==> config.mk <==
export PLATFORM = sky130hd
export DESIGN_NAME = twm_timer
export DESIGN_NICKNAME = d
export VERILOG_FILES = /design/src/pkg/twm_pkg.sv /design/src/core/twm_timer.sv
export SDC_FILE = /design/constraint.sdc
export NUM_CORES = 1
export LEC_CHECK = 0
export BUFFER_PORTS_ARGS = -buffer_cell sky130_fd_sc_hd__buf_2
export CAP_MARGIN = 20
export CORE_MARGIN = 4
export CORE_UTILIZATION = 30
export CTS_CLUSTER_DIAMETER = 60
export DETAILED_ROUTE_END_ITERATION = 10
export GPL_ROUTABILITY_DRIVEN = 0
export GPL_TIMING_DRIVEN = 0
export MAX_ROUTING_LAYER = met4
export PLACE_DENSITY = 0.59
export RECOVER_POWER = 25
export SLEW_MARGIN = 25
export SYNTH_ARGS = -nofsm -noshare
export SYNTH_HDL_FRONTEND = slang
export SYNTH_SLANG_ARGS = --single-unit
==> constraint.sdc <==
create_clock -name clk_i -period 8.1 [get_ports clk_i]
set_input_delay 0.81 -clock clk_i [delete_from_list [all_inputs] [get_ports clk_i]]
set_output_delay 0.81 -clock clk_i [all_outputs]
set_load 0.01 [all_outputs]
==> src/pkg/twm_pkg.sv <==
// Package for the timer waveform mode and compare output block
package twm_pkg;
    // Register byte offsets (word aligned on the bus)
    localparam logic [7:0] ADDR_CTRL_A   = 8'h80; // timer_output_and_wave_ctrl_a
    localparam logic [7:0] ADDR_CTRL_B   = 8'h84; // timer_ctrl_b (mode high bits)
    localparam logic [7:0] ADDR_CMP_A    = 8'h88; // compare_value_a
    localparam logic [7:0] ADDR_CMP_B    = 8'h8C; // compare_value_b
    localparam logic [7:0] ADDR_CAPTURE  = 8'h90; // capture_value
    localparam logic [7:0] ADDR_COUNT    = 8'h94; // counter_value (read only)
    localparam logic [7:0] ADDR_IRQ_STAT = 8'h98; // sticky status, read only
    localparam logic [7:0] ADDR_IRQ_EN   = 8'h9C; // interrupt enable
    localparam logic [7:0] ADDR_IRQ_CLR  = 8'hA0; // write one to clear
    // Control A field positions
    localparam int CHA_HI = 7;
    localparam int CHA_LO = 6;
    localparam int CHB_HI = 5;
    localparam int CHB_LO = 4;
    localparam int WLO_HI = 1;
    localparam int WLO_LO = 0;
    // Control B field positions
    localparam int WHI_HI = 4;
    localparam int WHI_LO = 3;
    localparam int CS_BIT = 0;
    // Writable masks and reset values
    localparam logic [7:0]  CTRL_A_MASK  = 8'hF3;
    localparam logic [7:0]  CTRL_B_MASK  = 8'h19;
    localparam logic [7:0]  CTRL_RESET   = 8'h00;
    localparam logic [15:0] WORD_RESET   = 16'h0000;
    // Count limits
    localparam logic [15:0] BOTTOM       = 16'h0000;
    localparam logic [15:0] MAX          = 16'hFFFF;
    localparam logic [15:0] TOP_8BIT     = 16'h00FF;
    localparam logic [15:0] TOP_9BIT     = 16'h01FF;
    localparam logic [15:0] TOP_10BIT    = 16'h03FF;
    // Output action encodings
    localparam logic [1:0] ACT_OFF    = 2'h0;
    localparam logic [1:0] ACT_TOGGLE = 2'h1;
    localparam logic [1:0] ACT_CLEAR  = 2'h2;
    localparam logic [1:0] ACT_SET    = 2'h3;
    // Interrupt status bits
    localparam int IRQ_OVF  = 0;
    localparam int IRQ_CMPA = 1;
    localparam int IRQ_CMPB = 2;
    localparam int IRQ_W    = 3;
    // Waveform mode numbers
    localparam logic [3:0] MODE_NORMAL  = 4'h0;
    localparam logic [3:0] MODE_PC8     = 4'h1;
    localparam logic [3:0] MODE_PC9     = 4'h2;
    localparam logic [3:0] MODE_PC10    = 4'h3;
    localparam logic [3:0] MODE_CTC_A   = 4'h4;
    localparam logic [3:0] MODE_FP8     = 4'h5;
    localparam logic [3:0] MODE_FP9     = 4'h6;
    localparam logic [3:0] MODE_FP10    = 4'h7;
    localparam logic [3:0] MODE_PFC_CAP = 4'h8;
    localparam logic [3:0] MODE_PFC_A   = 4'h9;
    localparam logic [3:0] MODE_PC_CAP  = 4'hA;
    localparam logic [3:0] MODE_PC_A    = 4'hB;
    localparam logic [3:0] MODE_CTC_CAP = 4'hC;
    localparam logic [3:0] MODE_RSVD    = 4'hD;
    localparam logic [3:0] MODE_FP_CAP  = 4'hE;
    localparam logic [3:0] MODE_FP_A    = 4'hF;
    // Waveform family
    typedef enum logic [1:0] {
        TWM_NONPWM = 2'b00,
        TWM_FAST   = 2'b01,
        TWM_DUAL   = 2'b11,
        TWM_RSVD   = 2'b10
    } twm_kind_e;
    // Reload and overflow points
    typedef enum logic [1:0] {
        TWM_AT_NOW    = 2'b00,
        TWM_AT_BOTTOM = 2'b01,
        TWM_AT_TOP    = 2'b11,
        TWM_AT_MAX    = 2'b10
    } twm_point_e;
endpackage

==> src/core/twm_timer.sv <==
// Timer waveform mode decode, counter and compare output logic
//
// Operation
// - A nonzero output action field hands the channel pin to the compare output, except in mode 13 or where action 01 has no toggle.
// - In non-PWM modes action 00 disconnects, 01 toggles, 10 clears, 11 sets on match.
// - In fast PWM action 10 clears on match and sets at BOTTOM, 11 does the reverse.
// - In fast PWM action 01 toggles channel A only in modes 14 and 15, else disconnected.
// - In fast PWM a compare value equal to TOP ignores the match but keeps the BOTTOM action.
// - In dual-slope modes action 10 clears upcounting and sets downcounting, 11 reversed.
// - In dual-slope modes action 01 toggles channel A only in modes 9 and 11.
// - The mode is two low bits of control A joined with bits 4 and 3 of control B as its high bits.
// - Modes 1 to 3 are phase correct with TOP 0x00FF, 0x01FF, 0x03FF, reload at TOP.
// - Modes 5 to 7 are fast PWM with 8, 9, 10 bit TOP, reload at BOTTOM, flag at TOP.
// - Modes 0, 4 and 12 update compares at once and flag overflow at MAX.
// - Modes 8, 9 are frequency correct reloading at BOTTOM; 10, 11 phase correct at TOP.
// - Modes 14, 15 are fast PWM with TOP from capture or compare A; 13 is reserved.
// - Control A resets to zero and its two middle bits read as zero.
// - Dual-slope modes count up from zero to TOP and back down repeatedly.
//
// The Wishbone slave port was decided locally.
module twm_timer (
    input  wire logic        clk_i,
    input  wire logic        rst_i,
    input  wire logic        wb_cyc_i,
    input  wire logic        wb_stb_i,
    input  wire logic        wb_we_i,
    input  wire logic [7:0]  wb_adr_i,
    input  wire logic [3:0]  wb_sel_i,
    input  wire logic [31:0] wb_dat_i,
    output logic      [31:0] wb_dat_o,
    output logic             wb_ack_o,
    output logic             compare_output_a_o,
    output logic             compare_output_a_en_o,
    output logic             compare_output_b_o,
    output logic             compare_output_b_en_o,
    output logic             irq_o
);
    ////////////////////////////////////////////////////////////////////////////
    // Registers and state
    logic [7:0]  ctrl_a, ctrl_b;
    logic [15:0] cmp_a_buf, cmp_b_buf;
    logic [15:0] compare_value_a, compare_value_b;
    logic [15:0] capture_value, counter_value;
    logic        count_down, out_a, out_b;
    logic [twm_pkg::IRQ_W-1:0] irq_stat, irq_en;
    logic        bus_req, bus_wr;
    logic [3:0]  waveform_mode_select;
    logic [1:0]  chan_a_output_action, chan_b_output_action;
    logic        running;
    twm_pkg::twm_kind_e  kind;
    twm_pkg::twm_point_e reload_at, ovf_at;
    logic [15:0] top, next_count;
    logic        at_top, at_bottom, at_max, wrap;
    logic        overflow_flag, match_a, match_b, reload;
    logic        next_down, next_out_a, next_out_b;
    logic [twm_pkg::IRQ_W-1:0] events, clr_bits;

    assign bus_req = wb_cyc_i && wb_stb_i && !wb_ack_o;
    assign bus_wr  = bus_req && wb_we_i && wb_sel_i[0];

    ////////////////////////////////////////////////////////////////////////////
    // Mode decode
    assign waveform_mode_select = {ctrl_b[twm_pkg::WHI_HI:twm_pkg::WHI_LO],
                                   ctrl_a[twm_pkg::WLO_HI:twm_pkg::WLO_LO]};
    assign chan_a_output_action = ctrl_a[twm_pkg::CHA_HI:twm_pkg::CHA_LO];
    assign chan_b_output_action = ctrl_a[twm_pkg::CHB_HI:twm_pkg::CHB_LO];
    assign running = ctrl_b[twm_pkg::CS_BIT];

    // Family, TOP source, reload and overflow points per mode
    always_comb begin
        kind      = twm_pkg::TWM_NONPWM;
        reload_at = twm_pkg::TWM_AT_NOW;
        ovf_at    = twm_pkg::TWM_AT_MAX;
        top       = twm_pkg::MAX;
        case (waveform_mode_select)
            twm_pkg::MODE_NORMAL:  top = twm_pkg::MAX;
            twm_pkg::MODE_CTC_A:   top = compare_value_a;
            twm_pkg::MODE_CTC_CAP: top = capture_value;
            twm_pkg::MODE_PC8, twm_pkg::MODE_PC9, twm_pkg::MODE_PC10: begin
                kind      = twm_pkg::TWM_DUAL;
                reload_at = twm_pkg::TWM_AT_TOP;
                ovf_at    = twm_pkg::TWM_AT_BOTTOM;
                top = (waveform_mode_select == twm_pkg::MODE_PC8) ? twm_pkg::TOP_8BIT :
                      (waveform_mode_select == twm_pkg::MODE_PC9) ? twm_pkg::TOP_9BIT :
                                                                   twm_pkg::TOP_10BIT;
            end
            twm_pkg::MODE_FP8, twm_pkg::MODE_FP9, twm_pkg::MODE_FP10: begin
                kind      = twm_pkg::TWM_FAST;
                reload_at = twm_pkg::TWM_AT_BOTTOM;
                ovf_at    = twm_pkg::TWM_AT_TOP;
                top = (waveform_mode_select == twm_pkg::MODE_FP8) ? twm_pkg::TOP_8BIT :
                      (waveform_mode_select == twm_pkg::MODE_FP9) ? twm_pkg::TOP_9BIT :
                                                                   twm_pkg::TOP_10BIT;
            end
            twm_pkg::MODE_PFC_CAP, twm_pkg::MODE_PFC_A: begin
                kind      = twm_pkg::TWM_DUAL;
                reload_at = twm_pkg::TWM_AT_BOTTOM;
                ovf_at    = twm_pkg::TWM_AT_BOTTOM;
                top = (waveform_mode_select == twm_pkg::MODE_PFC_A) ? compare_value_a
                                                                    : capture_value;
            end
            twm_pkg::MODE_PC_CAP, twm_pkg::MODE_PC_A: begin
                kind      = twm_pkg::TWM_DUAL;
                reload_at = twm_pkg::TWM_AT_TOP;
                ovf_at    = twm_pkg::TWM_AT_BOTTOM;
                top = (waveform_mode_select == twm_pkg::MODE_PC_A) ? compare_value_a
                                                                   : capture_value;
            end
            twm_pkg::MODE_FP_CAP, twm_pkg::MODE_FP_A: begin
                kind      = twm_pkg::TWM_FAST;
                reload_at = twm_pkg::TWM_AT_BOTTOM;
                ovf_at    = twm_pkg::TWM_AT_TOP;
                top = (waveform_mode_select == twm_pkg::MODE_FP_A) ? compare_value_a
                                                                   : capture_value;
            end
            twm_pkg::MODE_RSVD: kind = twm_pkg::TWM_RSVD;
            default:            kind = twm_pkg::TWM_RSVD;
        endcase
    end

    ////////////////////////////////////////////////////////////////////////////
    // Counter sequence
    assign at_top    = (counter_value == top);
    assign at_bottom = (counter_value == twm_pkg::BOTTOM);
    assign at_max    = (counter_value == twm_pkg::MAX);
    assign wrap      = at_top || at_max;
    assign match_a   = running && (counter_value == compare_value_a);
    assign match_b   = running && (counter_value == compare_value_b);

    // Next count and direction
    always_comb begin
        next_count = counter_value;
        next_down  = count_down;
        if (running) begin
            case (kind)
                twm_pkg::TWM_DUAL: begin
                    if (at_top || counter_value > top) begin
                        next_down  = 1'b1;
                        next_count = counter_value - 16'h0001;
                    end else if (count_down && at_bottom) begin
                        next_down  = 1'b0;
                        next_count = counter_value + 16'h0001;
                    end else if (count_down) begin
                        next_count = counter_value - 16'h0001;
                    end else begin
                        next_count = counter_value + 16'h0001;
                    end
                end
                twm_pkg::TWM_RSVD: begin
                    next_count = twm_pkg::BOTTOM;
                    next_down  = 1'b0;
                end
                default: begin
                    next_down  = 1'b0;
                    next_count = wrap ? twm_pkg::BOTTOM : counter_value + 16'h0001;
                end
            endcase
        end
    end

    // Overflow event and compare reload point
    always_comb begin
        overflow_flag = 1'b0;
        reload        = 1'b0;
        if (running) begin
            case (ovf_at)
                twm_pkg::TWM_AT_MAX:    overflow_flag = at_max;
                twm_pkg::TWM_AT_TOP:    overflow_flag = at_top;
                twm_pkg::TWM_AT_BOTTOM: overflow_flag = at_bottom && count_down;
                default:                overflow_flag = 1'b0;
            endcase
            case (reload_at)
                twm_pkg::TWM_AT_TOP:    reload = at_top;
                twm_pkg::TWM_AT_BOTTOM: reload = (kind == twm_pkg::TWM_FAST) ? at_top
                                                 : (at_bottom && count_down);
                default:                reload = 1'b0;
            endcase
        end
    end

    // Counter and direction state
    always_ff @(posedge clk_i) begin
        if (rst_i) begin
            counter_value <= twm_pkg::WORD_RESET;
            count_down    <= 1'b0;
        end else begin
            counter_value <= next_count;
            count_down    <= next_down;
        end
    end

    ////////////////////////////////////////////////////////////////////////////
    // Compare output waveform
    always_comb begin
        next_out_a = out_a;
        next_out_b = out_b;
        case (kind)
            twm_pkg::TWM_NONPWM: begin
                if (match_a) begin
                    case (chan_a_output_action)
                        twm_pkg::ACT_TOGGLE: next_out_a = !out_a;
                        twm_pkg::ACT_CLEAR:  next_out_a = 1'b0;
                        twm_pkg::ACT_SET:    next_out_a = 1'b1;
                        default:             next_out_a = out_a;
                    endcase
                end
                if (match_b) begin
                    case (chan_b_output_action)
                        twm_pkg::ACT_TOGGLE: next_out_b = !out_b;
                        twm_pkg::ACT_CLEAR:  next_out_b = 1'b0;
                        twm_pkg::ACT_SET:    next_out_b = 1'b1;
                        default:             next_out_b = out_b;
                    endcase
                end
            end
            twm_pkg::TWM_FAST: begin
                // Match at TOP ignored; the BOTTOM action still follows
                if (chan_a_output_action[1] && running && at_top) begin
                    next_out_a = !chan_a_output_action[0];
                end else if (chan_a_output_action[1] && match_a) begin
                    next_out_a = chan_a_output_action[0];
                end else if (chan_a_output_action == twm_pkg::ACT_TOGGLE && match_a &&
                             waveform_mode_select[3:1] == twm_pkg::MODE_FP_CAP[3:1]) begin
                    next_out_a = !out_a;
                end
                if (chan_b_output_action[1] && running && at_top) begin
                    next_out_b = !chan_b_output_action[0];
                end else if (chan_b_output_action[1] && match_b) begin
                    next_out_b = chan_b_output_action[0];
                end
            end
            twm_pkg::TWM_DUAL: begin
                if (chan_a_output_action[1] && match_a) begin
                    next_out_a = chan_a_output_action[0] ^ count_down;
                end else if (chan_a_output_action == twm_pkg::ACT_TOGGLE && match_a &&
                             (waveform_mode_select == twm_pkg::MODE_PFC_A ||
                              waveform_mode_select == twm_pkg::MODE_PC_A)) begin
                    next_out_a = !out_a;
                end
                if (chan_b_output_action[1] && match_b) begin
                    next_out_b = chan_b_output_action[0] ^ count_down;
                end
            end
            default: begin
                next_out_a = 1'b0;
                next_out_b = 1'b0;
            end
        endcase
    end

    // Output latches, cleared to zero by reset
    always_ff @(posedge clk_i) begin
        if (rst_i) begin
            out_a <= 1'b0;
            out_b <= 1'b0;
        end else begin
            out_a <= next_out_a;
            out_b <= next_out_b;
        end
    end

    // Pin override; direction bit lives in the port logic
    always_comb begin
        compare_output_a_en_o = (chan_a_output_action != twm_pkg::ACT_OFF);
        compare_output_b_en_o = (chan_b_output_action != twm_pkg::ACT_OFF);
        if (chan_a_output_action == twm_pkg::ACT_TOGGLE) begin
            if (kind == twm_pkg::TWM_FAST) begin
                compare_output_a_en_o = waveform_mode_select[3:1] ==
                                        twm_pkg::MODE_FP_CAP[3:1];
            end else if (kind == twm_pkg::TWM_DUAL) begin
                compare_output_a_en_o = (waveform_mode_select == twm_pkg::MODE_PFC_A ||
                                         waveform_mode_select == twm_pkg::MODE_PC_A);
            end
        end
        if (chan_b_output_action == twm_pkg::ACT_TOGGLE && kind != twm_pkg::TWM_NONPWM) begin
            compare_output_b_en_o = 1'b0;
        end
        if (kind == twm_pkg::TWM_RSVD) begin
            compare_output_a_en_o = 1'b0;
            compare_output_b_en_o = 1'b0;
        end
    end
    assign compare_output_a_o = out_a;
    assign compare_output_b_o = out_b;

    ////////////////////////////////////////////////////////////////////////////
    // Software registers
    always_ff @(posedge clk_i) begin
        if (rst_i) begin
            ctrl_a        <= twm_pkg::CTRL_RESET;
            ctrl_b        <= twm_pkg::CTRL_RESET;
            cmp_a_buf     <= twm_pkg::WORD_RESET;
            cmp_b_buf     <= twm_pkg::WORD_RESET;
            capture_value <= twm_pkg::WORD_RESET;
            irq_en        <= '0;
        end else if (bus_wr) begin
            case (wb_adr_i)
                twm_pkg::ADDR_CTRL_A:  ctrl_a <= wb_dat_i[7:0] & twm_pkg::CTRL_A_MASK;
                twm_pkg::ADDR_CTRL_B:  ctrl_b <= wb_dat_i[7:0] & twm_pkg::CTRL_B_MASK;
                twm_pkg::ADDR_CMP_A:   cmp_a_buf <= wb_dat_i[15:0];
                twm_pkg::ADDR_CMP_B:   cmp_b_buf <= wb_dat_i[15:0];
                twm_pkg::ADDR_CAPTURE: capture_value <= wb_dat_i[15:0];
                twm_pkg::ADDR_IRQ_EN:  irq_en <= wb_dat_i[twm_pkg::IRQ_W-1:0];
                default: ;
            endcase
        end
    end

    // Active compare values: immediate or buffered per mode
    always_ff @(posedge clk_i) begin
        if (rst_i) begin
            compare_value_a <= twm_pkg::WORD_RESET;
            compare_value_b <= twm_pkg::WORD_RESET;
        end else if (reload_at == twm_pkg::TWM_AT_NOW || reload) begin
            compare_value_a <= cmp_a_buf;
            compare_value_b <= cmp_b_buf;
        end
    end

    ////////////////////////////////////////////////////////////////////////////
    // Interrupt status; a new event wins over a clear
    assign events   = {match_b, match_a, overflow_flag};
    assign clr_bits = (bus_wr && wb_adr_i == twm_pkg::ADDR_IRQ_CLR) ?
                      wb_dat_i[twm_pkg::IRQ_W-1:0] : '0;
    always_ff @(posedge clk_i) begin
        if (rst_i) begin
            irq_stat <= '0;
        end else begin
            irq_stat <= (irq_stat & ~clr_bits) | events;
        end
    end
    assign irq_o = |(irq_stat & irq_en);

    ////////////////////////////////////////////////////////////////////////////
    // Bus answer, one cycle after the request
    always_ff @(posedge clk_i) begin
        if (rst_i) begin
            wb_ack_o <= 1'b0;
            wb_dat_o <= '0;
        end else begin
            wb_ack_o <= bus_req;
            wb_dat_o <= '0;
            if (bus_req && !wb_we_i) begin
                case (wb_adr_i)
                    twm_pkg::ADDR_CTRL_A:   wb_dat_o <= {24'h000000, ctrl_a};
                    twm_pkg::ADDR_CTRL_B:   wb_dat_o <= {24'h000000, ctrl_b};
                    twm_pkg::ADDR_CMP_A:    wb_dat_o <= {16'h0000, cmp_a_buf};
                    twm_pkg::ADDR_CMP_B:    wb_dat_o <= {16'h0000, cmp_b_buf};
                    twm_pkg::ADDR_CAPTURE:  wb_dat_o <= {16'h0000, capture_value};
                    twm_pkg::ADDR_COUNT:    wb_dat_o <= {16'h0000, counter_value};
                    twm_pkg::ADDR_IRQ_STAT: wb_dat_o <= {29'h0, irq_stat};
                    twm_pkg::ADDR_IRQ_EN:   wb_dat_o <= {29'h0, irq_en};
                    default:                wb_dat_o <= '0;
                endcase
            end
        end
    end
endmodule

==> qor.txt, run 1 <==
crit path buf inv count -> 3
P&R area growth vs syn -> 17.5%
Post-synth EDFFs -> 0
fin crit period -> 5.30 ns
TNS Setup -> 0 ns
Final Worst Setup Slack -> 2.80 ns
PwrDens -> 180 nW/um^2
layout cells sized above 1 -> 9.78%
root buffer cell -> clkbuf_16
leakage -> 3.38 nW
slew margin rel. -> 18.2%
Max Slew Vio Count -> 0
CTS tree -> yes
Synth Register Bits -> 131
worst flop-to-flop path startpoint -> ctrl_b[3]
commonest cells in the netlist -> 148 x nand2_1, 131 x dfxtp_1, 102 x a21oi_1
die width -> 164 um
MaxCap Viol Count -> 0
Resize count post-CTS -> 0
GRT Resource Usage Total -> 19.4%
largest area contributor in the netlist -> dfxtp_1
drt total wl -> 25,300 um
CTS Buf Count -> 17
Vias/cell -> 5.31
Distinct cells, synth -> 66
Arrival @ worst endpoint -> 5.60 ns
first-pass GRT wire length -> 39,300 um
CTS Buffer Depth -> 2
Layout Nets -> 1,082
Syn Area/Cell -> 7.91 um^2
RSZ-0062 raised after global routing -> false
Clock transition at path regs -> 0.06 ns
die area -> 27,000 um^2
Synth Instances -> 928
input/output buffers -> 50
sequential fraction of the synthesis area -> 35.7%
share of the synthesized area in the top cell type -> 35.7%
post-synthesis instance area -> 7340 um^2
top cells by area, synth -> dfxtp_1 36%, nand2_1 7.6%, a21oi_1 7.0%
worst r2r path cells -> 15
starting density of the core -> 30.9%
hold-critical path depth -> 1
CP Capture Type -> flop
FFs w/ async S/R, synth -> 0%
FMAX -> 189 MHz
Synth Flop Type -> dfxtp_1
final period utilization -> 65.5%
CP dominant cell by count -> nor2_1
Hold Crit Class -> reg -> reg
post-route cell area -> 8620 um^2
HPWL after detailed placement -> 19,300 um
total I/O pin count -> 87
crit path capture -> compare_value_b[9]
r2r setup slk -> 2.80 ns
largest net degree at the start of global routing -> 17
die height -> 164 um
kind of critical path -> reg -> reg
H-tree levels -> 4
Via Count -> 7,124
clk_lat worst skew -> 0.42 ns
VDD IR max -> 0.000142 V
GR Overflow Total -> 0
Placed Area -> 8060 um^2
total setup buffers inserted after CTS -> 0
WL/cell -> 18.8 um
clock skew -> 0.00942 ns
initial drt markers -> 799
core area -> 23,800 um^2
Inserted Diodes -> 0
number of clock sinks -> 131
Crit Reg-Reg Endpoint -> compare_value_b[9]
Final Power -> 1.55 mW
most common cell in the netlist -> nand2_1
Final setup viols -> 0
worst-path cell with the longest stage delay -> nor4bb_2
worst-path maximum fanout -> 10
Ys Warns -> 0
crit path from -> ctrl_b[3]
vias in the first global route -> 6,732
Hold Fails Final Rpt -> 0
status -> completed
Initial DRT Pass Iterations -> 8
Worst path max stage delay -> 0.67 ns
Critical Path, Cell by Cell -> clkbuf_1 -> clkinv_1 -> nor2_1 -> nor2_1 -> a21oi_1 -> o22ai_1 -> ha_1 -> and4_1 -> nor4bb_2 -> nor2b_1 -> a31oi_1 -> o21ai_1 -> buf_4 -> mux2i_1 -> nor2_1
antenna violations before repair -> 0
row count -> 56
Setup crit start kind -> flop
Residual DRC -> 0
Post-Place Setup Slack -> 2.77 ns
crit-path leading delay family -> simple AND/OR/NAND/NOR gates
hold_buf cts -> 0
critical path depth -> 15
CP Data Required Time -> 8.40 ns
Least-Margin Pin Slew -> 1.22 ns
Detail Route Antenna Nets -> 0
cells in the final DEF (no fill, tap or decap), types with 14 or more instances in the layout:
cell type	synthesis	final
nand2_1	148	148
dfxtp_1	131	131
a21oi_1	102	102
clkbuf_1	64	85
nor2_1	85	85
mux2i_1	46	46
buf_2	4	34
o21ai_0	29	29
nor3_1	26	26
xor2_1	21	21
ha_1	21	21
buf_4	19	19
xnor2_1	18	18
clkbuf_16	0	17
conb_1	1	16
a222oi_1	15	15
a22oi_1	14	14
per-stage QoR:
stage	std cells	hold WS [ns]	util (%)
global route	1342	0.491	36.3
floorplan	943	0.446	-
detailed placement	1312	0.455	33.9
CTS	1342	0.463	36.4
global placement	1312	0.455	33.9
finish	1342	0.465	36.3
area by class of cell:
cell class,count,area [um^2]
buffer,89,418
clock buffer,18,429
clock inverter,12,159
fill,2531,15100
inverter,14,52.6
multi-input combinational,709,4310
sequential,131,2620
tap,319,399
timing repair buffer,50,225
per-layer routing:
layer | vias up | wire, um | global-route usage [%]
li1 | 3452 | - | -
met1 | 3328 | 11500 | 26.3
met2 | 296 | 11400 | 30.1
met3 | 48 | 1620 | 2.30
met4 | 0 | 737 | 6.92
met5 | - | 0 | -
where the power goes:
part	switching (mW)	leakage, nW	internal [mW]
logic	0.0735	2.04	0.0377
registers	0.00458	1.06	0.648
clock network	0.304	0.283	0.482
total	0.382	3.38	1.17
flip-flops by register name, summed over array words and instances (netlist names):
register / count
capture_value: 16
cmp_a_buf: 16
cmp_b_buf: 16
compare_output_a_o: 1
compare_output_b_o: 1
compare_value_a: 16
compare_value_b: 16
count_down: 1
counter_value: 16
ctrl_a: 6
ctrl_b: 3
irq_en: 3
irq_stat: 3
wb_ack_o: 1
wb_dat_o: 16
worst min path at each step:
stage               slack (ns)                end              start
floorplan                 0.45  capture_value[15]  capture_value[15]
global placement          0.45           wb_ack_o           wb_ack_o
detailed placement        0.45           wb_ack_o           wb_ack_o
CTS                       0.46           wb_ack_o           wb_ack_o
global route              0.49           wb_ack_o           wb_ack_o
finish                    0.47           wb_ack_o           wb_ack_o
cells by family (layout without fill, tap and decap cells):
logic type,after synthesis,count (layout),share of synthesized area [%]
adder cells (fa/ha/maj),21,21,3.58
AND/OR/NAND/NOR,346,346,21.7
XOR/XNOR,39,39,4.66
flip-flops,131,131,35.7
AO/OA/AOI/OAI,237,237,20.9
buffers and inverters,103,183,6.41
other,1,16,0.0511
multiplexers,50,50,6.89
Note: power is estimated with default switching activity, not from simulation.
==> inputs of run 2 (changes only) <==
--- a/config.mk
+++ b/config.mk
@@ -5,6 +5,7 @@
 export SDC_FILE = /design/constraint.sdc
 export NUM_CORES = 1
 export LEC_CHECK = 0
+export ABC_AREA = 1
 export BUFFER_PORTS_ARGS = -buffer_cell sky130_fd_sc_hd__buf_2
 export CAP_MARGIN = 20
 export CORE_MARGIN = 4
@@ -14,7 +15,7 @@
 export GPL_ROUTABILITY_DRIVEN = 0
 export GPL_TIMING_DRIVEN = 0
 export MAX_ROUTING_LAYER = met4
-export PLACE_DENSITY = 0.59
+export PLACE_DENSITY = 0.58
 export RECOVER_POWER = 25
 export SLEW_MARGIN = 25
 export SYNTH_ARGS = -nofsm -noshare
==> constraint.sdc (replaced) <==
create_clock -name clk_i -period 5.49 [get_ports clk_i]
set_input_delay 0.549 -clock clk_i [delete_from_list [all_inputs] [get_ports clk_i]]
set_output_delay 0.549 -clock clk_i [all_outputs]
set_load 0.01 [all_outputs]
==> qor.txt, run 2 <==
status -> completed (unchanged)
Syn Area/Cell -> 6.85 um^2 (was 7.91 um^2)
Post-synth EDFFs -> 0 (unchanged)
vias in the first global route -> 7,242 (was 6,732)
die area -> 28,500 um^2 (was 27,000 um^2)
Hold Fails Final Rpt -> 0 (unchanged)
FMAX -> 262 MHz (was 189 MHz)
FFs w/ async S/R, synth -> 0% (unchanged)
GR met3 Demand/Resource -> 2.10% (was 2.30%)
hold_buf cts -> 0 (unchanged)
Via Count -> 7,842 (was 7,124)
initial drt markers -> 751 (was 799)
starting density of the core -> 30.7% (was 30.9%)
largest net degree at the start of global routing -> 17 (unchanged)
TNS Setup -> 0 ns (unchanged)
r2r setup slk -> 1.68 ns (was 2.80 ns)
Detail Route Antenna Nets -> 0 (unchanged)
Hold Crit Class -> in -> reg (was reg -> reg)
Crit Reg-Reg Endpoint -> counter_value[4] (was compare_value_b[9])
drt total wl -> 26,500 um (was 25,300 um)
total I/O pin count -> 87 (unchanged)
Distinct cells, synth -> 50 (was 66)
Initial DRT Pass Iterations -> 8 (unchanged)
Synth Register Bits -> 131 (unchanged)
RSZ-0062 raised after global routing -> false (unchanged)
routing usage on met2 -> 29.7% (was 30.1%)
P&R area growth vs syn -> 16.1% (was 17.5%)
fill count -> 2,717 (was 2,531)
fin crit period -> 3.81 ns (was 5.30 ns)
Int Power -> 1.65 mW (was 1.17 mW)
PwrDens -> 240 nW/um^2 (was 180 nW/um^2)
clk_lat worst skew -> 0.43 ns (was 0.42 ns)
GRT Resource Usage Total -> 18.8% (was 19.4%)
Resize count post-CTS -> 0 (unchanged)
Arrival @ worst endpoint -> 4.09 ns (was 5.60 ns)
total setup buffers inserted after CTS -> 0 (unchanged)
row count -> 58 (was 56)
Max Slew Vio Count -> 0 (unchanged)
Net Sw Frac -> 24.0% (was 24.6%)
Residual DRC -> 0 (unchanged)
Vias/cell -> 5.02 (was 5.31)
core area -> 25,300 um^2 (was 23,800 um^2)
antenna violations before repair -> 0 (unchanged)
kind of critical path -> reg -> reg (unchanged)
clock power share -> 52.8% (was 50.7%)
final period utilization -> 69.4% (was 65.5%)
commonest cells in the netlist -> 184 x nand2_1, 149 x nor2_1, 131 x dfxtp_1 (was 148 x nand2_1, 131 x dfxtp_1, 102 x a21oi_1)
final hold slack -> 0.392 ns (was 0.465 ns)
MaxCap Viol Count -> 0 (unchanged)
first-pass GRT wire length -> 40,900 um (was 39,300 um)
die width -> 169 um (was 164 um)
Clock transition at path regs -> 0.06 ns (about the same)
H-tree levels -> 4 (unchanged)
hold-critical path depth -> 3 (was 1)
WL/cell -> 17.0 um (was 18.8 um)
crit path capture -> counter_value[4] (was compare_value_b[9])
Reg power frac -> 43.9% (was 42.1%)
GR Overflow Total -> 0 (unchanged)
die height -> 169 um (was 164 um)
share of the synthesized area in the top cell type -> 33.8% (was 35.7%)
worst flop-to-flop path startpoint -> ctrl_a[1] (was ctrl_b[3])
largest area contributor in the netlist -> dfxtp_1 (unchanged)
CTS tree -> yes (unchanged)
CP Capture Type -> flop (unchanged)
sequential fraction of the synthesis area -> 33.8% (was 35.7%)
worst-path maximum fanout -> 10 (unchanged)
root buffer cell -> clkbuf_16 (unchanged)
most common cell in the netlist -> nand2_1 (unchanged)
slew margin rel. -> 43.7% (was 18.2%)
Synth Instances -> 1,134 (was 928)
worst r2r path cells -> 22 (was 15)
VDD IR max -> 0.000207 V (was 0.000142 V)
GR Util met1 -> 24.7% (was 26.3%)
GRT Max-Usage Layer -> met2 (unchanged)
Final setup viols -> 0 (unchanged)
Inserted Diodes -> 0 (unchanged)
CP Data Required Time -> 5.77 ns (was 8.40 ns)
top cells by area, synth -> dfxtp_1 34%, nand2_1 8.9%, o21ai_0 7.5% (was dfxtp_1 36%, nand2_1 7.6%, a21oi_1 7.0%)
most common cell after layout, fill and taps aside -> nand2_1 (unchanged)
Synth Flop Type -> dfxtp_1 (unchanged)
sw power -> 0.519 mW (was 0.382 mW)
CTS Buf Count -> 17 (unchanged)
Gate power share -> 3.3% (was 7.2%)
layout cells sized above 1 -> 12.9% (was 9.78%)
leakage -> 3.87 nW (was 3.38 nW)
Layout Nets -> 1,289 (was 1,082)
Setup crit start kind -> flop (unchanged)
CTS Buffer Depth -> 2 (unchanged)
Ys Warns -> 0 (unchanged)
number of clock sinks -> 131 (unchanged)
commonest non-fill, non-tap cells in the layout -> 184 x nand2_1, 154 x nor2_1, 131 x dfxtp_1 (was 148 x nand2_1, 131 x dfxtp_1, 102 x a21oi_1)
HPWL after detailed placement -> 20,500 um (was 19,300 um)
Least-Margin Pin Slew -> 0.837 ns (was 1.22 ns)
input/output buffers -> 51 (was 50)
clock skew -> 0.00967 ns (was 0.00942 ns)
crit path from -> ctrl_a[1] (was ctrl_b[3])
post-synthesis instance area -> 7760 um^2 (was 7340 um^2)
run 2: changes by cell type after synthesis, moves of 14 or more:
| cell | delta |
|---|---|
| buf_2 | +16 |
| o21ai_0 | +87 |
| inv_1 | +108 |
| nand3_1 | +28 |
| nor3_1 | -20 |
| mux2i_1 | -46 |
| a222oi_1 | -15 |
| nor2_1 | +64 |
| clkbuf_1 | -45 |
| nand2_1 | +36 |
| o21ai_1 | +14 |
| a22oi_1 | -14 |
run 2: per-layer routing:
layer	vias up	part of all wire (%)
li1	3902	-
met1	3596	46
met2	292	46
met3	52	5.3
met4	0	3.2
met5	-	0
run 2: worst min-delay path by stage:
stage / start / endpoint
2_1_floorplan: capture_value[6] / capture_value[6]
3_3_place_gp: cmp_a_buf[12] / compare_value_a[12]
3_5_place_dp: cmp_a_buf[12] / wb_dat_o[12]
4_1_cts: rst_i / irq_stat[0]
5_1_grt: wb_dat_i[10] / cmp_a_buf[10]
6_report: wb_dat_i[10] / cmp_a_buf[10]
run 2: critical path, cell delays in order (launching register included):
cell	delay, ns
dfxtp_1	0.52
inv_1	0.11
nand2_1	0.13
nor2_2	0.10
a31oi_4	0.31
o21ai_1	0.22
a21oi_2	0.18
inv_2	0.09
a221oi_1	0.28
ha_1	0.31
nand2_1	0.07
nor2_1	0.05
nand2_1	0.09
nor2_4	0.08
a211oi_1	0.22
nand2_1	0.11
inv_1	0.14
nand2_2	0.12
inv_1	0.16
buf_6	0.18
nand2_1	0.06
nand3_1	0.07
a21oi_1	0.07
run 2: logic make-up after synthesis:
group	count (synthesis)	synth area share (%)
AND/OR/NAND/NOR	439	24.6
buffers and inverters	205	11.9
flip-flops	131	33.8
other	1	0.0483
XOR/XNOR	35	3.95
adder cells (fa/ha/maj)	21	3.38
AO/OA/AOI/OAI	302	22.3
run 2: final cells by class:
type	count	area, um^2	area share, %
inverters	134	505	5.61
clock buffers	18	429	4.76
flip-flops and latches	131	2620	29.1
repair buffers	51	229	2.54
clock inverters	13	150	1.67
well taps	330	413	4.58
plain buffers	71	417	4.62
multi-input cells	813	4250	47.1
run 2: power by group through the flow:
stage / Clock (mW) / Sequential [mW] / Combinational, mW
floorplan: 0 / 0.973 / 0.0386
global placement: 0 / 0.973 / 0.0714
detailed placement: 0 / 0.973 / 0.0716
CTS: 1.15 / 0.952 / 0.0717
global route: 1.19 / 0.951 / 0.0779
finish: 1.14 / 0.952 / 0.0722
run 2: metrics by stage:
step	setup WS, ns	total power, mW	std cells	instance area (um^2)	util (%)
finish	1.68	2.17	1561	9020	35.6
global route	1.32	2.22	1561	9020	35.6
CTS	1.71	2.17	1561	9070	35.8
detailed placement	1.73	1.04	1530	8490	33.5
global placement	1.72	1.04	1530	8490	33.5
floorplan	2.55	1.01	1149	7820	-
==> inputs of run 3 (changes only) <==
--- a/config.mk
+++ b/config.mk
@@ -5,7 +5,7 @@
 export SDC_FILE = /design/constraint.sdc
 export NUM_CORES = 1
 export LEC_CHECK = 0
-export ABC_AREA = 1
+export ABC_AREA = 0
 export BUFFER_PORTS_ARGS = -buffer_cell sky130_fd_sc_hd__buf_2
 export CAP_MARGIN = 20
 export CORE_MARGIN = 4
@@ -15,7 +15,7 @@
 export GPL_ROUTABILITY_DRIVEN = 0
 export GPL_TIMING_DRIVEN = 0
 export MAX_ROUTING_LAYER = met4
-export PLACE_DENSITY = 0.58
+export PLACE_DENSITY = 0.6
 export RECOVER_POWER = 25
 export SLEW_MARGIN = 25
 export SYNTH_ARGS = -nofsm -noshare
==> constraint.sdc (replaced) <==
create_clock -name clk_i -period 3.3 [get_ports clk_i]
set_input_delay 0.33 -clock clk_i [delete_from_list [all_inputs] [get_ports clk_i]]
set_output_delay 0.33 -clock clk_i [all_outputs]
set_load 0.01 [all_outputs]
==> qor.txt, run 3 (same netlist as run 1, synthesis figures left out) <==
Clock transition at path regs -> 0.06 ns (about the same)
CTS Buf Count -> 17 (unchanged)
Post-Place Setup Slack -> -0.843 ns (was 1.73 ns)
H-tree levels -> 4 (unchanged)
antenna violations before repair -> 0 (unchanged)
MaxCap Viol Count -> 0 (unchanged)
Final setup viols -> 22 (was 0)
hold_buf cts -> 0 (unchanged)
Via Count -> 7,478 (was 7,842)
most common cell after layout, fill and taps aside -> nand2_1 (unchanged)
Layout Nets -> 1,118 (was 1,289)
number of clock sinks -> 131 (unchanged)
fill count -> 2,447 (was 2,717)
worst flop-to-flop path startpoint -> ctrl_b[3] (was ctrl_a[1])
commonest non-fill, non-tap cells in the layout -> 147 x nand2_1, 127 x dfxtp_1, 91 x a21oi_1 (was 184 x nand2_1, 154 x nor2_1, 131 x dfxtp_1)
CP Data Required Time -> 3.65 ns (was 5.77 ns)
Hold Fails Final Rpt -> 0 (unchanged)
GRT Resource Usage Total -> 19.9% (was 18.8%)
CP Capture Type -> flop (unchanged)
die width -> 164 um (was 169 um)
PwrDens -> 387 nW/um^2 (was 240 nW/um^2)
root buffer cell -> clkbuf_16 (unchanged)
Setup crit start kind -> flop (unchanged)
starting density of the core -> 30.9% (was 30.7%)
Detail Route Antenna Nets -> 0 (unchanged)
slew margin rel. -> 28.9% (was 43.7%)
Hold Crit Class -> in -> reg (unchanged)
clk_lat worst skew -> 0.43 ns (about the same)
worst r2r path cells -> 16 (was 22)
final hold slack -> 0.166 ns (was 0.392 ns)
input/output buffers -> 50 (was 51)
worst hold endpoint -> cmp_b_buf[8] (was cmp_a_buf[10])
Least-Margin Pin Slew -> 1.06 ns (was 0.837 ns)
fin util -> 39.6% (was 35.6%)
fin cells -> 1,380 (was 1,561)
RSZ-0062 raised after global routing -> true (was false)
Initial DRT Pass Iterations -> 8 (unchanged)
HP Start -> wb_dat_i[8] (was wb_dat_i[10])
drt total wl -> 26,400 um (was 26,500 um)
die height -> 164 um (was 169 um)
clock skew -> 0.0108 ns (was 0.00967 ns)
Inserted Diodes -> 0 (unchanged)
VDD IR max -> 0.000371 V (was 0.000207 V)
Arrival @ worst endpoint -> 3.68 ns (was 4.09 ns)
Placed Cells -> 1,312 (was 1,530)
Placed Area -> 8090 um^2 (was 8490 um^2)
total I/O pin count -> 87 (unchanged)
status -> finished with violations (was completed)
HPWL after detailed placement -> 19,200 um (was 20,500 um)
core area -> 23,800 um^2 (was 25,300 um^2)
leakage -> 3.73 nW (was 3.87 nW)
r2r setup slk -> -0.04 ns (was 1.68 ns)
P&R area growth vs syn -> 28.1% (was 16.1%)
Final Worst Setup Slack -> -0.0368 ns (was 1.68 ns)
kind of critical path -> reg -> reg (unchanged)
layout cells sized above 1 -> 18.2% (was 12.9%)
GR Overflow Total -> 0 (unchanged)
worst-path maximum fanout -> 6 (was 10)
violated checks -> setup timing
Max Slew Vio Count -> 0 (unchanged)
initial drt markers -> 1,032 (was 751)
first-pass GRT wire length -> 40,500 um (was 40,900 um)
row count -> 56 (was 58)
Residual DRC -> 0 (unchanged)
Crit Reg-Reg Endpoint -> counter_value[5] (was counter_value[4])
final period utilization -> 101% (was 69.4%)
die area -> 27,000 um^2 (was 28,500 um^2)
vias in the first global route -> 7,189 (was 7,242)
FMAX -> 300 MHz (was 262 MHz)
hold-critical path depth -> 3 (unchanged)
Vias/cell -> 5.42 (was 5.02)
CTS tree -> yes (unchanged)
largest net degree at the start of global routing -> 17 (unchanged)
CTS Buffer Depth -> 2 (unchanged)
WL/cell -> 19.1 um (was 17.0 um)
fin crit period -> 3.34 ns (was 3.81 ns)
post-route cell area -> 9400 um^2 (was 9020 um^2)
## run 3: changes by cell type in the layout (fill, tap and decap cells not counted), moves of 14 or more
cell	before	now
inv_1	120	11
o21ai_0	116	21
nor2_1	154	81
mux2i_1	0	44
clkbuf_1	42	81
nand2_1	184	147
nand3_1	40	9
buf_4	19	40
nor3_1	7	24
buf_2	49	33
a222oi_1	0	15
a21oi_1	105	91
## run 3: worst max-delay path by stage
stage,startpoint,end,slack (ns),depth (start not counted)
2_1_floorplan,ctrl_b[4],counter_value[1],0.006,13
3_5_place_dp,ctrl_b[4],counter_value[9],-0.84,13
5_1_grt,ctrl_b[3],compare_value_a[9],-0.19,18
3_3_place_gp,ctrl_b[4],counter_value[9],-0.85,13
4_1_cts,ctrl_b[3],counter_value[5],-0.03,16
6_report,ctrl_b[3],counter_value[5],-0.04,16
## run 3: worst max-delay path, stage by stage, from the launching register on
cell and delay, ns:
dfxtp_2 0.33, buf_8 0.12, clkinv_8 0.05, nor2_4 0.20
nor2_4 0.07, a21oi_4 0.16, o22a_1 0.19, ha_1 0.25
nand2b_4 0.14, a2111o_1 0.40, a41o_1 0.29, a211o_4 0.30
o21ai_4 0.18, buf_6 0.17, buf_6 0.14, nand3_2 0.07
a31oi_1 0.18
## run 3: repair_timing
item                       CTS  global route
setup buffers               26             9
gates cloned                 0             4
resized for setup           62            50
pin swaps                   23            36
setup endpoints to repair   50            49
## run 3: area by class of cell
type	instances	area, um^2	share of cell area (%)
buffer	87	512	5.44
multi-input combinational	709	4630	49.2
tap	319	399	4.25
inverter	14	67.6	0.719
clock inverter	10	76.3	0.812
timing repair buffer	88	621	6.60
clock buffer	22	464	4.94
sequential	131	2630	28.0
## run 3: where the power goes
part | total (mW) | internal, mW | switching [mW]
registers | 1.60 | 1.59 | 0.0128
logic | 0.285 | 0.0976 | 0.188
clock network | 1.75 | 1.00 | 0.746
total | 3.64 | 2.69 | 0.946
## run 3: metrics by stage
| stage | total power, mW | TNS (ns) |
|---|---|---|
| finish | 3.64 | -0.266 |
| global route | 3.75 | -6.63 |
| CTS | 3.64 | -0.0562 |
| detailed placement | 1.90 | -33.36 |
| global placement | 1.90 | -31.72 |
| floorplan | 1.81 | 0 |
## run 3: layer usage
layer  global-route usage, %  part of all wire, %  wire length, um  up-vias
li1                        -                    -                -     3536
met1                    26.3                   44            11500     3493
met2                    30.4                   46            12100      385
met3                    3.02                  7.3             1930       64
met4                    8.77                  3.2              841        0
met5                       -                    0                0        -
